### src/include/asq_pkg.sv
package asq_pkg;
    localparam int ASQ_SLOTS = 16;
    localparam int ASQ_IDX_W = 4;
    localparam int ASQ_RES_W = 12;
    localparam int ASQ_TMR_W = 7;
    localparam int ASQ_SAMPLE_UNIT = 4;
    localparam logic [3:0] ASQ_CONV_LAST = 4'hc;
    localparam logic [7:0] ASQ_OFF_CTRL = 8'h00;
    localparam logic [7:0] ASQ_OFF_STAT = 8'h04;
    localparam logic [7:0] ASQ_OFF_FLAGS = 8'h08;
    localparam logic [1:0] ASQ_REG_SLOT = 2'h1;
    localparam logic [1:0] ASQ_REG_RES = 2'h2;
    localparam int ASQ_C_EN = 0;
    localparam int ASQ_C_SW = 1;
    localparam int ASQ_C_PULSE = 2;
    localparam int ASQ_C_B2B = 3;
    localparam int ASQ_C_INV = 4;
    localparam int ASQ_C_MODE = 5;
    localparam int ASQ_C_SRC = 7;
    localparam int ASQ_C_START = 9;
    localparam int ASQ_C_LOWST = 16;
    localparam int ASQ_C_HIGHST = 20;
    localparam logic [31:0] ASQ_CTRL_RST = 32'h0;
    localparam logic [31:0] ASQ_CTRL_MASK = 32'h00ff1ffd;
    localparam int ASQ_S_CHAN = 0;
    localparam int ASQ_S_REF = 4;
    localparam int ASQ_S_EOS = 7;
    localparam logic [1:0] ASQ_MODE_SINGLE = 2'h0;
    localparam logic [1:0] ASQ_SRC_SW = 2'h0;
    localparam int ASQ_T_BUSY = 0;
    localparam int ASQ_T_WIN = 1;
    localparam int ASQ_T_LOCK = 2;
    localparam int ASQ_T_PTR = 4;
    typedef enum logic [2:0] {
        ASQ_IDLE = 3'b001,
        ASQ_SAMPLE = 3'b010,
        ASQ_CONVERT = 3'b100
    } asq_state_t;
endpackage : asq_pkg

### src/include/asq_tmr_if.sv
`timescale 1ns/1ps
`default_nettype none
interface asq_tmr_if;
    logic start;
    logic [asq_pkg::ASQ_TMR_W-1:0] cycles;
    logic window;
    logic done;
    modport ctl (output start, output cycles, input window, input done);
    modport tmr (input start, input cycles, output window, output done);
endinterface : asq_tmr_if
`default_nettype wire

### src/logic/asq_sample_sequencer.sv
// The AHB-Lite interface to the registers and the placing of the registers were decided locally.
`timescale 1ns/1ps
`default_nettype none
module asq_sample_sequencer #(
    parameter int HW_TRIGS = 3,
    parameter int CHANNELS = 16
) (
    input wire logic clk,
    input wire logic rst_n,
    input wire logic hsel,
    input wire logic [31:0] haddr,
    input wire logic [1:0] htrans,
    input wire logic hwrite,
    input wire logic [2:0] hsize,
    input wire logic [31:0] hwdata,
    input wire logic hready,
    output logic hreadyout,
    output logic hresp,
    output logic [31:0] hrdata,
    input wire logic [HW_TRIGS-1:0] hwTrigger,
    input wire logic [asq_pkg::ASQ_RES_W-1:0] convResult,
    output logic samplingWindow,
    output logic [CHANNELS-1:0] pinConnect,
    output logic convRun,
    output logic [3:0] chanSel,
    output logic [2:0] refSel
);
    import asq_pkg::*;

    initial
    begin
        if (HW_TRIGS < 1 || HW_TRIGS > 3) $error("HW_TRIGS must be 1 to 3.");
        if (CHANNELS < 1 || CHANNELS > 16) $error("CHANNELS must be 1 to 16.");
    end

    function automatic logic [ASQ_TMR_W-1:0] intervalFor(input logic [3:0] idx,
        input logic [3:0] lowSt, input logic [3:0] highSt);
        logic [3:0] f;
        f = idx[3] ? highSt : lowSt;
        return ASQ_TMR_W'(ASQ_SAMPLE_UNIT * (int'(f) + 1));
    endfunction : intervalFor

    asq_tmr_if tmr ();
    asq_sample_timer u_tmr (
        .clk(clk),
        .rst_n(rst_n),
        .t(tmr)
    );

    logic [HW_TRIGS-1:0] hwSync;
    asq_sync #(.W(HW_TRIGS)) u_sync (
        .clk(clk),
        .rst_n(rst_n),
        .d(hwTrigger),
        .q(hwSync)
    );

    logic [31:0] ctrl;
    logic swStart;
    logic [7:0] slotCtl [ASQ_SLOTS];
    logic [ASQ_RES_W-1:0] results [ASQ_SLOTS];
    logic [ASQ_SLOTS-1:0] flags;
    asq_state_t state, next_state;
    logic [ASQ_IDX_W-1:0] ptr, next_ptr;
    logic [3:0] convCnt;
    logic inSeq;
    logic needToggle;
    logic trigPrev;
    logic wrPend;
    logic [7:0] wrAddr;

    wire enable = ctrl[ASQ_C_EN];
    wire pulseSel = ctrl[ASQ_C_PULSE];
    wire b2b = ctrl[ASQ_C_B2B];
    wire [1:0] mode = ctrl[ASQ_C_MODE +: 2];
    wire [1:0] src = ctrl[ASQ_C_SRC +: 2];
    wire [3:0] startIdx = ctrl[ASQ_C_START +: 4];
    wire [3:0] lowSt = ctrl[ASQ_C_LOWST +: 4];
    wire [3:0] highSt = ctrl[ASQ_C_HIGHST +: 4];
    wire seqMode = mode[0];
    wire repeatMode = mode[1];
    wire b2bOn = b2b && (mode != ASQ_MODE_SINGLE) && pulseSel;

    wire [3:0] trigVec = 4'({hwSync, swStart});
    wire trigLevel = trigVec[src] ^ ctrl[ASQ_C_INV];
    wire trigRise = trigLevel && !trigPrev;

    wire [7:0] curSlot = slotCtl[ptr];
    wire curEos = curSlot[ASQ_S_EOS];
    wire [7:0] nextSlot = slotCtl[next_ptr];
    wire [3:0] nextChan = nextSlot[ASQ_S_CHAN +: 4];
    wire [CHANNELS-1:0] nextPins = CHANNELS'(1) << nextChan;

    wire startGo = (state == ASQ_IDLE) && enable && !needToggle && trigRise;
    wire convDone = (state == ASQ_CONVERT) && (convCnt == ASQ_CONV_LAST);
    wire lastInSeq = !seqMode || curEos;
    wire autoNext = b2bOn && (!lastInSeq || (repeatMode && enable));
    wire sampleEnd = pulseSel ? tmr.done : !trigLevel;

    always_comb
    begin
        next_state = state;
        next_ptr = ptr;
        case (state)
            ASQ_IDLE:
            begin
                if (startGo)
                begin
                    next_state = ASQ_SAMPLE;
                    next_ptr = inSeq ? ptr : startIdx;
                end
            end
            ASQ_SAMPLE:
            begin
                if (sampleEnd)
                    next_state = ASQ_CONVERT;
            end
            ASQ_CONVERT:
            begin
                if (convDone)
                begin
                    next_state = autoNext ? ASQ_SAMPLE : ASQ_IDLE;
                    if (seqMode && !curEos)
                        next_ptr = ptr + 1'b1;
                    else if (seqMode)
                        next_ptr = startIdx;
                end
            end
            default:
                next_state = ASQ_IDLE;
        endcase
    end

    assign tmr.start = pulseSel && (next_state == ASQ_SAMPLE) && (state != ASQ_SAMPLE);
    assign tmr.cycles = intervalFor(next_ptr, lowSt, highSt);

    always_ff @(posedge clk)
    begin
        if (!rst_n)
        begin
            state <= ASQ_IDLE;
            ptr <= '0;
            convCnt <= '0;
            trigPrev <= 1'b0;
        end
        else
        begin
            state <= next_state;
            ptr <= next_ptr;
            convCnt <= (state == ASQ_CONVERT) ? convCnt + 1'b1 : '0;
            trigPrev <= trigLevel;
        end
    end

    always_ff @(posedge clk)
    begin
        if (!rst_n)
        begin
            inSeq <= 1'b0;
            needToggle <= 1'b0;
        end
        else if (convDone)
        begin
            inSeq <= seqMode && !curEos;
            needToggle <= needToggle || (lastInSeq && !repeatMode && src != ASQ_SRC_SW);
        end
        else if (!enable)
        begin
            needToggle <= 1'b0;
            inSeq <= (state != ASQ_IDLE) && inSeq;
        end
    end

    // The pins follow the window in the same flop stage, so no pin sees a glitch.
    always_ff @(posedge clk)
    begin
        if (!rst_n)
        begin
            samplingWindow <= 1'b0;
            pinConnect <= '0;
            convRun <= 1'b0;
            chanSel <= '0;
            refSel <= '0;
        end
        else
        begin
            samplingWindow <= next_state == ASQ_SAMPLE;
            pinConnect <= (next_state == ASQ_SAMPLE) ? nextPins : '0;
            convRun <= next_state == ASQ_CONVERT;
            chanSel <= nextChan;
            refSel <= nextSlot[ASQ_S_REF +: 3];
        end
    end

    // Bus side. Zero wait states; read data is sampled in the address phase.
    wire addrPhase = hsel && htrans[1] && hready;
    wire [7:0] rdAddr = haddr[7:0];
    wire [3:0] rdIdx = rdAddr[5:2];
    wire [3:0] wrIdx = wrAddr[5:2];
    wire wrCtrl = wrPend && (wrAddr == ASQ_OFF_CTRL);
    wire wrFlags = wrPend && (wrAddr == ASQ_OFF_FLAGS);
    wire wrSlot = wrPend && (wrAddr[7:6] == ASQ_REG_SLOT) && (wrAddr[1:0] == 2'h0);
    wire [31:0] statWord = 32'({ptr, 1'b0, needToggle, samplingWindow, state != ASQ_IDLE})
        << ASQ_T_BUSY;
    wire [ASQ_SLOTS-1:0] flagSet = convDone ? (ASQ_SLOTS'(1) << ptr) : '0;
    wire [ASQ_SLOTS-1:0] flagClr = wrFlags ? hwdata[ASQ_SLOTS-1:0] : '0;
    wire [31:0] rdWord =
        (rdAddr == ASQ_OFF_CTRL) ? {ctrl[31:2], swStart, ctrl[0]} :
        (rdAddr == ASQ_OFF_STAT) ? statWord :
        (rdAddr == ASQ_OFF_FLAGS) ? 32'(flags) :
        (rdAddr[7:6] == ASQ_REG_SLOT && rdAddr[1:0] == 2'h0) ? 32'(slotCtl[rdIdx]) :
        (rdAddr[7:6] == ASQ_REG_RES && rdAddr[1:0] == 2'h0) ? 32'(results[rdIdx]) :
        32'h0;

    always_ff @(posedge clk)
    begin
        if (!rst_n)
        begin
            wrPend <= 1'b0;
            wrAddr <= '0;
            hrdata <= '0;
            hreadyout <= 1'b0;
            hresp <= 1'b0;
        end
        else
        begin
            wrPend <= addrPhase && hwrite;
            wrAddr <= rdAddr;
            hrdata <= (addrPhase && !hwrite) ? rdWord : 32'h0;
            hreadyout <= 1'b1;
            hresp <= 1'b0;
        end
    end

    always_ff @(posedge clk)
    begin
        if (!rst_n)
        begin
            ctrl <= ASQ_CTRL_RST;
            swStart <= 1'b0;
            flags <= '0;
        end
        else
        begin
            if (wrCtrl)
                ctrl <= hwdata & ASQ_CTRL_MASK;
            // Software may set the start bit while hardware retires it; the set wins.
            if (wrCtrl)
                swStart <= hwdata[ASQ_C_SW];
            else if (pulseSel && state == ASQ_SAMPLE && sampleEnd)
                swStart <= 1'b0;
            flags <= (flags & ~flagClr) | flagSet;
        end
    end

    always_ff @(posedge clk)
    begin
        if (wrSlot)
            slotCtl[wrIdx] <= hwdata[7:0];
        if (convDone)
            results[ptr] <= convResult;
    end

    // Checks below watch this block's state and outputs, plus the timer window and convResult.
    logic [ASQ_TMR_W:0] winLen;
    logic [4:0] runLen;
    always_ff @(posedge clk)
    begin
        runLen <= convRun ? runLen + 1'b1 : '0;
        if (!rst_n)
            winLen <= '0;
        else
            winLen <= samplingWindow ? winLen + 1'b1 : '0;
    end
endmodule : asq_sample_sequencer
`default_nettype wire

### src/logic/asq_sample_timer.sv
`timescale 1ns/1ps
`default_nettype none
module asq_sample_timer (
    input wire logic clk,
    input wire logic rst_n,
    asq_tmr_if.tmr t
);
    import asq_pkg::*;
    logic busy;
    logic [ASQ_TMR_W-1:0] cnt;
    logic [ASQ_TMR_W-1:0] last;
    assign t.window = busy;
    assign t.done = busy && (cnt == last);
    always_ff @(posedge clk)
    begin
        if (!rst_n)
        begin
            busy <= 1'b0;
            cnt <= '0;
            last <= '0;
        end
        else if (t.start)
        begin
            busy <= 1'b1;
            cnt <= '0;
            last <= t.cycles - 1'b1;
        end
        else if (t.done)
            busy <= 1'b0;
        else if (busy)
            cnt <= cnt + 1'b1;
    end
endmodule : asq_sample_timer
`default_nettype wire

### src/logic/asq_sync.sv
`timescale 1ns/1ps
`default_nettype none
module asq_sync #(
    parameter int W = 3
) (
    input wire logic clk,
    input wire logic rst_n,
    input wire logic [W-1:0] d,
    output logic [W-1:0] q
);
    logic [W-1:0] meta;
    initial
    begin
        if (W < 1) $error("asq_sync needs W of at least 1.");
    end
    always_ff @(posedge clk)
    begin
        if (!rst_n)
        begin
            meta <= '0;
            q <= '0;
        end
        else
        begin
            meta <= d;
            q <= meta;
        end
    end
endmodule : asq_sync
`default_nettype wire
### config.mk
export PLATFORM = sky130hd
export DESIGN_NAME = asq_sample_sequencer
export DESIGN_NICKNAME = d
export VERILOG_FILES = /design/src/include/asq_pkg.sv /design/src/include/asq_tmr_if.sv /design/src/logic/asq_sample_sequencer.sv /design/src/logic/asq_sample_timer.sv /design/src/logic/asq_sync.sv
export SDC_FILE = /design/constraint.sdc
export NUM_CORES = 1
export LEC_CHECK = 0
export ABC_AREA = 1
export BUFFER_PORTS_ARGS = -buffer_cell sky130_fd_sc_hd__buf_4
export CORE_ASPECT_RATIO = 1.75
export CORE_UTILIZATION = 55
export CTS_CLUSTER_DIAMETER = 50
export DETAILED_ROUTE_END_ITERATION = 6
export PLACE_DENSITY = 0.8
export SYNTH_ARGS = -nofsm -noshare
export SYNTH_HDL_FRONTEND = slang
export SYNTH_HIERARCHICAL = 1
export SYNTH_SLANG_ARGS = --single-unit
### constraint.sdc
create_clock -name clk -period 3.8 [get_ports clk]
set_input_delay 0 -clock clk [delete_from_list [all_inputs] [get_ports clk]]
set_output_delay 0 -clock clk [all_outputs]
set_load 0.1 [all_outputs]
* Yosys cells after proc, flatten, opt, wreduce, memory -nomap -nowiden *
Memory sizes are Yosys's and may differ from the RTL's. A register that Yosys moved wholly into a read port is not among the register bits.
Cells that the tools add are included.

storage, ports and cells
  bits in writable memories = 320
  bits in registers = 139
  memories = 2
  input bits = 89

operators by class
  equal/unequal tests = 16
  bitwise gates (word level) = 7
  multiplexer cells = 36
  $add $sub $neg = 5
  reduce and logical (&&, ||, !) cells = 54
  magnitude comparators = 1
  shift-type cells = 2

memory list
  memory   depth  bits a word  rd ports  clocked after memory_dff  write ports  line                        source
  results  16     12           1         0                         1            asq_sample_sequencer.sv:61  logic [ASQ_RES_W-1:0] results [ASQ_SLOTS];
  slotCtl  16     8            3         1                         1            asq_sample_sequencer.sv:60  logic [7:0] slotCtl [ASQ_SLOTS];

operators by type and width
  cell                    number
  $mux W16                4
  $shl A1 B4 Y16 const A  2
  $logic_and A1 B1 Y1     28
  $mux W4                 7
  $mux W12                2
  $mux W24                1
  $and A16 B16 Y16        1
  $eq A8 B4 Y1 const B    2
  $logic_not A8 Y1        2
  $not A16 Y16            1
  $or A16 B16 Y16         1
  $mux W1                 15
  $mux W3                 3
  $pmux W3 S3             1
  $add A4 B1 Y4 const B   2
  $eq A8 B3 Y1 const B    1
  $logic_not A1 Y1        8
  $pmux W4 S2             1
  $reduce_and A2 Y1       4
  $reduce_bool A2 Y1      4
  $add A7 B1 Y7 const B   1
  $eq A7 B7 Y1            1
  $sub A7 B1 Y7 const B   1
  $eq A3 B2 Y1 const B    2
  19 further kinds        26

* Depth between registers and ports, before layout *
  depth in word-level cells = 12
  depth in mapped cells = 24
  gate-level depth less buffers = 23

* By module *
The synthesis kept the hierarchy.

by module, submodules not included
  module                area an instance (µm²)  seq. area each (µm²)  times used  cells each
  asq_sample_sequencer  18240.0                 11811.3               1           1723
  asq_sample_timer      922.1                   300.3                 1           148
  asq_sync              165.2                   120.1                 1           18

* Worst setup path after synthesis *
Ideal clock, no wire load.

  kind = register -> register
  start point = register ptr[0]
  end point = register u_tmr.last[6]
  cell stages (with the launch flop) = 23
  clock period less this slack = 2.850 ns
  arrival time = 2.734 ns
  setup time = 0.116 ns
  slack = 0.950 ns
  data required time = 3.684 ns
  buffers on the path = 2
  cells stage by stage = dfxtp_1 inv_2 buf_6 nand2_1 nand3_1 nand3_1 nand2_1 nor2_4 nand2_4 a21oi_1 o21ai_1 nand3b_1 o21ai_1 buf_4 nand2_1 o21ai_0 ha_1 xor2_1 nand3b_1 o21ai_0 nand3_1 o211ai_1 inv_1

on the way
  cells in the longest elaborated chain, start to end = 7

ends and longest elaborated chain
  item                      line                         source
  start, declared           asq_sample_sequencer.sv:64   logic [ASQ_IDX_W-1:0] ptr, next_ptr;
  start signal, assigned    asq_sample_sequencer.sv:149  ptr <= next_ptr;
  $add A4 B1 Y4             asq_sample_sequencer.sv:124  next_ptr = ptr + 1'b1;
  $mux W4                   asq_sample_sequencer.sv:123  if (seqMode && !curEos)
  $mux W4                   asq_sample_sequencer.sv:120  if (convDone)
  $pmux W4 S2               asq_sample_sequencer.sv:104  case (state)
  $mux W4                   asq_sample_sequencer.sv:39   f = idx[3] ? highSt : lowSt;
  $add A4 B1 Y5             asq_sample_sequencer.sv:40   return ASQ_TMR_W'(ASQ_SAMPLE_UNIT * (int'(f) + 1));
  net tmr.cycles (one bit)  asq_tmr_if.sv:5              logic [asq_pkg::ASQ_TMR_W-1:0] cycles;
  $sub A7 B1 Y7             asq_sample_timer.sv:26       last <= t.cycles - 1'b1;
  end signal, assigned      asq_sample_timer.sv:26
  end, declared             asq_sample_timer.sv:11       logic [ASQ_TMR_W-1:0] last;

The timed path passes the listed nets, and every way through them passes these cells.
A chain may end at the register's enable or synchronous reset.

* Worst setup path after layout *
  start point = register ptr[3]
  end point = register u_tmr.last[6]

on the way
  cells in the longest elaborated chain, start to end = 7

ends and longest elaborated chain
  item                                             line
  $add A4 B1 Y4 / $mux W4 (equally long branches)  asq_sample_sequencer.sv:124, asq_sample_sequencer.sv:125
  $mux W4                                          asq_sample_sequencer.sv:123
  $mux W4                                          asq_sample_sequencer.sv:120
  $pmux W4 S2 (*)                                  asq_sample_sequencer.sv:104
  $mux W4 (*)                                      asq_sample_sequencer.sv:39
  $add A4 B1 Y5 (*)                                asq_sample_sequencer.sv:40
  net tmr.cycles (one bit)                         asq_tmr_if.sv:5
  $sub A7 B1 Y7 (*)                                asq_sample_timer.sv:26

The timed path passes the listed nets; every way through them passes the cells marked *.

==> Implementation_results.wiki <==
{| class="wikitable"
! Metric !! Value
|-
| Filler cell count in the final layout || roughly 2500
|-
| Final Hold Slack || 24.4 ps
|-
| Count of buffers inserted at the top-level ports || 102
|-
| Max-cap violation count || 0
|-
| Share of power burned in combinational logic || 5.6%
|-
| Seq pwr share || 52.5%
|-
| Remaining design rule violation count || 26
|-
| Via count of the routed design || ~16000
|-
| Yosys warns || 6
|-
| Area of the multi-input gates || 5980 um^2
|-
| Net switching power || roughly 0.0022 W
|-
| Worst-case clock skew || 38.4 ps
|-
| Unique masters post-synth || 54
|-
| Antenna Nets Post-Route || 0
|-
| Synth Instances || 1889
|-
| Post-synth EDFFs || 320
|-
| Switching power share of the total || approximately 22%
|-
| Clk root buf || clkbuf_16
|-
| Max Clk Rate || 0.291 GHz
|-
| Max Fanout on Critical Path || 12
|-
| Post-layout minimum cycle time || around 3400 ps
|-
| Top Ports || 148
|-
| Ant diodes || 0
|-
| Critical path endpoint category || flip-flop
|-
| CP Data Arrival Time || 3890 ps
|-
| Clock latency on the worst-skew pair || 570 ps
|-
| Register bit total from synthesis || 451
|-
| Number of rows created at floorplan || 90
|-
| Fraction of synthesis flops using an asynchronous set or reset pin || 0%
|-
| Initial antenna violation count || 2
|-
| TritonCTS clock tree || yes
|-
| Final global-route overflow total || 0
|-
| Failing checks || design-rule violations
|-
| Share of the core filled with cells || between 60% and 70%
|-
| Register cell area after layout || 12200 um^2
|-
| Layout Nets || between 2000 and 2500
|-
| Via density || around 6
|-
| Max-slew violation count || 0
|-
| Max transition margin || 18.5%
|-
| Synthesized area per cell || 10.2 um^2
|-
| Worst vdd ir || around 0.42 mV
|-
| Iteration-0 DRC Markers || 1581
|-
| Final weighted congestion in routability-driven placement || just over 0.9
|-
| Number of levels the H-tree was split into || 2
|-
| Commonest non-fill, non-tap cell in the layout || edfxtp_1
|-
| Top library cells by usage in the layout, fill and taps aside || edfxtp_1 (320), nand2_1 (266), o21ai_0 (224)
|-
| Final Setup Violations || 0
|-
| Total power density per cell area || 442 nW/um^2
|-
| Global routing usage summed across all routing layers || 31.7%
|-
| Ratio of cells with drive above 1 in the final layout || 12.5%
|-
| Clk pwr share || approximately two fifths
|-
| Initial Utilization || 55.9%
|-
| Number of buffers added for setup after CTS || 0
|-
| Element type at the critical path start || flip-flop
|-
| Number of detailed-route iterations in the first pass || 7
|-
| Via count of the first global-routing pass || 15700
|-
| Int Power || 0.00782 W
|-
| Max Root-Sink Buffers || 3
|-
| Area overhead of the layout relative to synthesis || 17.4%
|-
| Total Negative Setup Slacks || 0 ps
|-
| Unrepaired setup endpoints after global routing || false
|-
| Top_reg_cell synth || edfxtp_1
|-
| Core Box Area || 34600 um^2
|-
| Worst Tran Pin Value || 1220 ps
|-
| Path class of the lowest-slack min-delay path || in2reg
|-
| Standby leakage power || approximately 8.4 nW
|-
| Portion of the post-synthesis area used by sequential elements || 63.3%
|-
| Wire length of the first global-routing pass || 84900 um
|-
| Die ar. || 35900 um^2
|-
| Result of the run || finished with violations
|-
| Detailed placer's ending HPWL || 34400 um
|-
| Die W || 144 um
|-
| Clock transition at the register clock pins on the worst setup and hold paths after CTS || 70 ps
|-
| Combined area of all synthesized cells || 19300 um^2
|-
| Tcrit/Tclk final || around 90%
|-
| Final wirelength || 55400 um
|-
| Final hold violations || 0
|-
| Start-to-end type of the worst setup path || reg2reg
|-
| Number of sinks on the clock net || roughly 450
|-
| Overall die height || 250 um
|-
| Maximum number of pins on one net before global-route repair || 69
|-
| WL per Instance || 21.8 um
|-
| Required time of the critical path || between 4000 and 5000 ps
|-
| TritonCTS Buffers || 41
|}
-- area by class of cell --
type | instances | area share, %
inverter | 186 | 3.08
clock inverter | 19 | 0.943
tap | 460 | 2.54
timing repair buffer | 214 | 8.06
multi-input combinational | 1159 | 26.3
sequential | 451 | 53.9
clock buffer | 57 | 5.15
-- cells by family (layout without fill, tap and decap cells) --
| logic type | after synthesis | count (layout) | share of synthesized area [%] |
|---|---|---|---|
| fa+ha+maj | 11 | 11 | 0.712 |
| buf+inv | 291 | 476 | 6.19 |
| simple gates | 654 | 654 | 14.7 |
| flops | 451 | 451 | 63.3 |
| other cells | 1 | 13 | 0.0194 |
| compound gates | 470 | 470 | 14.6 |
| xor+xnor | 11 | 11 | 0.499 |
-- through the flow --
| step | area, um^2 | setup slack [ps] | total power, W | std cells |
|---|---|---|---|---|
| floorplan | 19400 | 950 | 0.00565 | 1901 |
| global placement | 20600 | 554 | 0.00585 | 2401 |
| detailed placement | 20600 | 467 | 0.00586 | 2401 |
| CTS | 22700 | 446 | 0.0100 | 2546 |
| global route | 22700 | 12.3 | 0.0103 | 2546 |
| finish | 22700 | 364 | 0.0100 | 2546 |
-- repair_timing --
item	in CTS	in global routing
hold buffers	69	0
endpoints found under the setup margin	0	1
hold endpoints to repair	386	0
resized for setup	0	2
-- metal layers --
| metal | track usage [%] | wire length, um | vias to the layer above |
|---|---|---|---|
| met5 | 0 | 30 | - |
| met4 | 25.0 | 4400 | 4 |
| met3 | 5.79 | 5530 | 311 |
| met2 | 52.9 | 27600 | 1069 |
| met1 | 35.2 | 17900 | 7385 |
| li1 | - | - | 6946 |
-- worst paths after layout --
check	start	endpoint	slack [ps]	cells past startpoint
worst max-delay path	ptr[3]	u_tmr/last[6]	360	16
worst min-delay path	htrans[1]	hrdata[2]	20	6
worst max register to register	ptr[3]	u_tmr/last[6]	360	16
worst min register to register	u_sync/meta[0]	u_sync/q[0]	420	2
-- power by group through the flow --
stage                     registers, W  clock network (W)  logic, W
after floorplan                0.00540                  0  0.000253
after global placement         0.00538                  0  0.000473
after detailed placement       0.00538                  0  0.000484
after CTS                      0.00527            0.00422  0.000539
after global routing           0.00527            0.00442  0.000591
final                          0.00527            0.00421  0.000559
-- state kept, by name, indices dropped and copies added, names as in the netlist, 3 cells and up --
register     count
pinConnect      16
ctrl            20
slotCtl        128
hrdata          24
refSel           3
chanSel          4
u_tmr/cnt        7
u_sync/q         3
u_sync/meta      3
wrAddr           8
ptr              4
flags           16
state            3
results        192
u_tmr/last       7
convCnt          4
-- cells in the mapped netlist (all sizes together) (4+ instances only) --
cell / n / area, um^2
nand2: 274 / 1060
a211oi: 4 / 30.0
xor2: 8 / 70.1
clkbuf: 69 / 260
nand3b: 5 / 37.5
o2111ai: 4 / 35.0
nand3: 158 / 833
o211ai: 34 / 260
a221oi: 50 / 438
nor3: 12 / 71.3
dfxtp: 131 / 2620
nor2: 195 / 752
o21ai: 242 / 1230
ha: 11 / 138
edfxtp: 320 / 9610
buf: 36 / 238
a21oi: 98 / 509
o221ai: 23 / 201
inv: 183 / 687
-- worst max-delay path, cell delays in order, from the launching register on --
cell and delay [ps]:
dfxtp_1 630, nor2_1 190, nand3_1 120, nand2_1 90, nor2_4 180, nand2_4 110, o21ai_1 140, nand3b_1 80
o21ai_1 370, o21ai_0 280, ha_1 290, xor2_1 200, nand3b_1 240, o21ai_0 170, nand3_1 80, o211ai_1 110
inv_1 50
No activity file was read; power rests on OpenSTA's default activity.
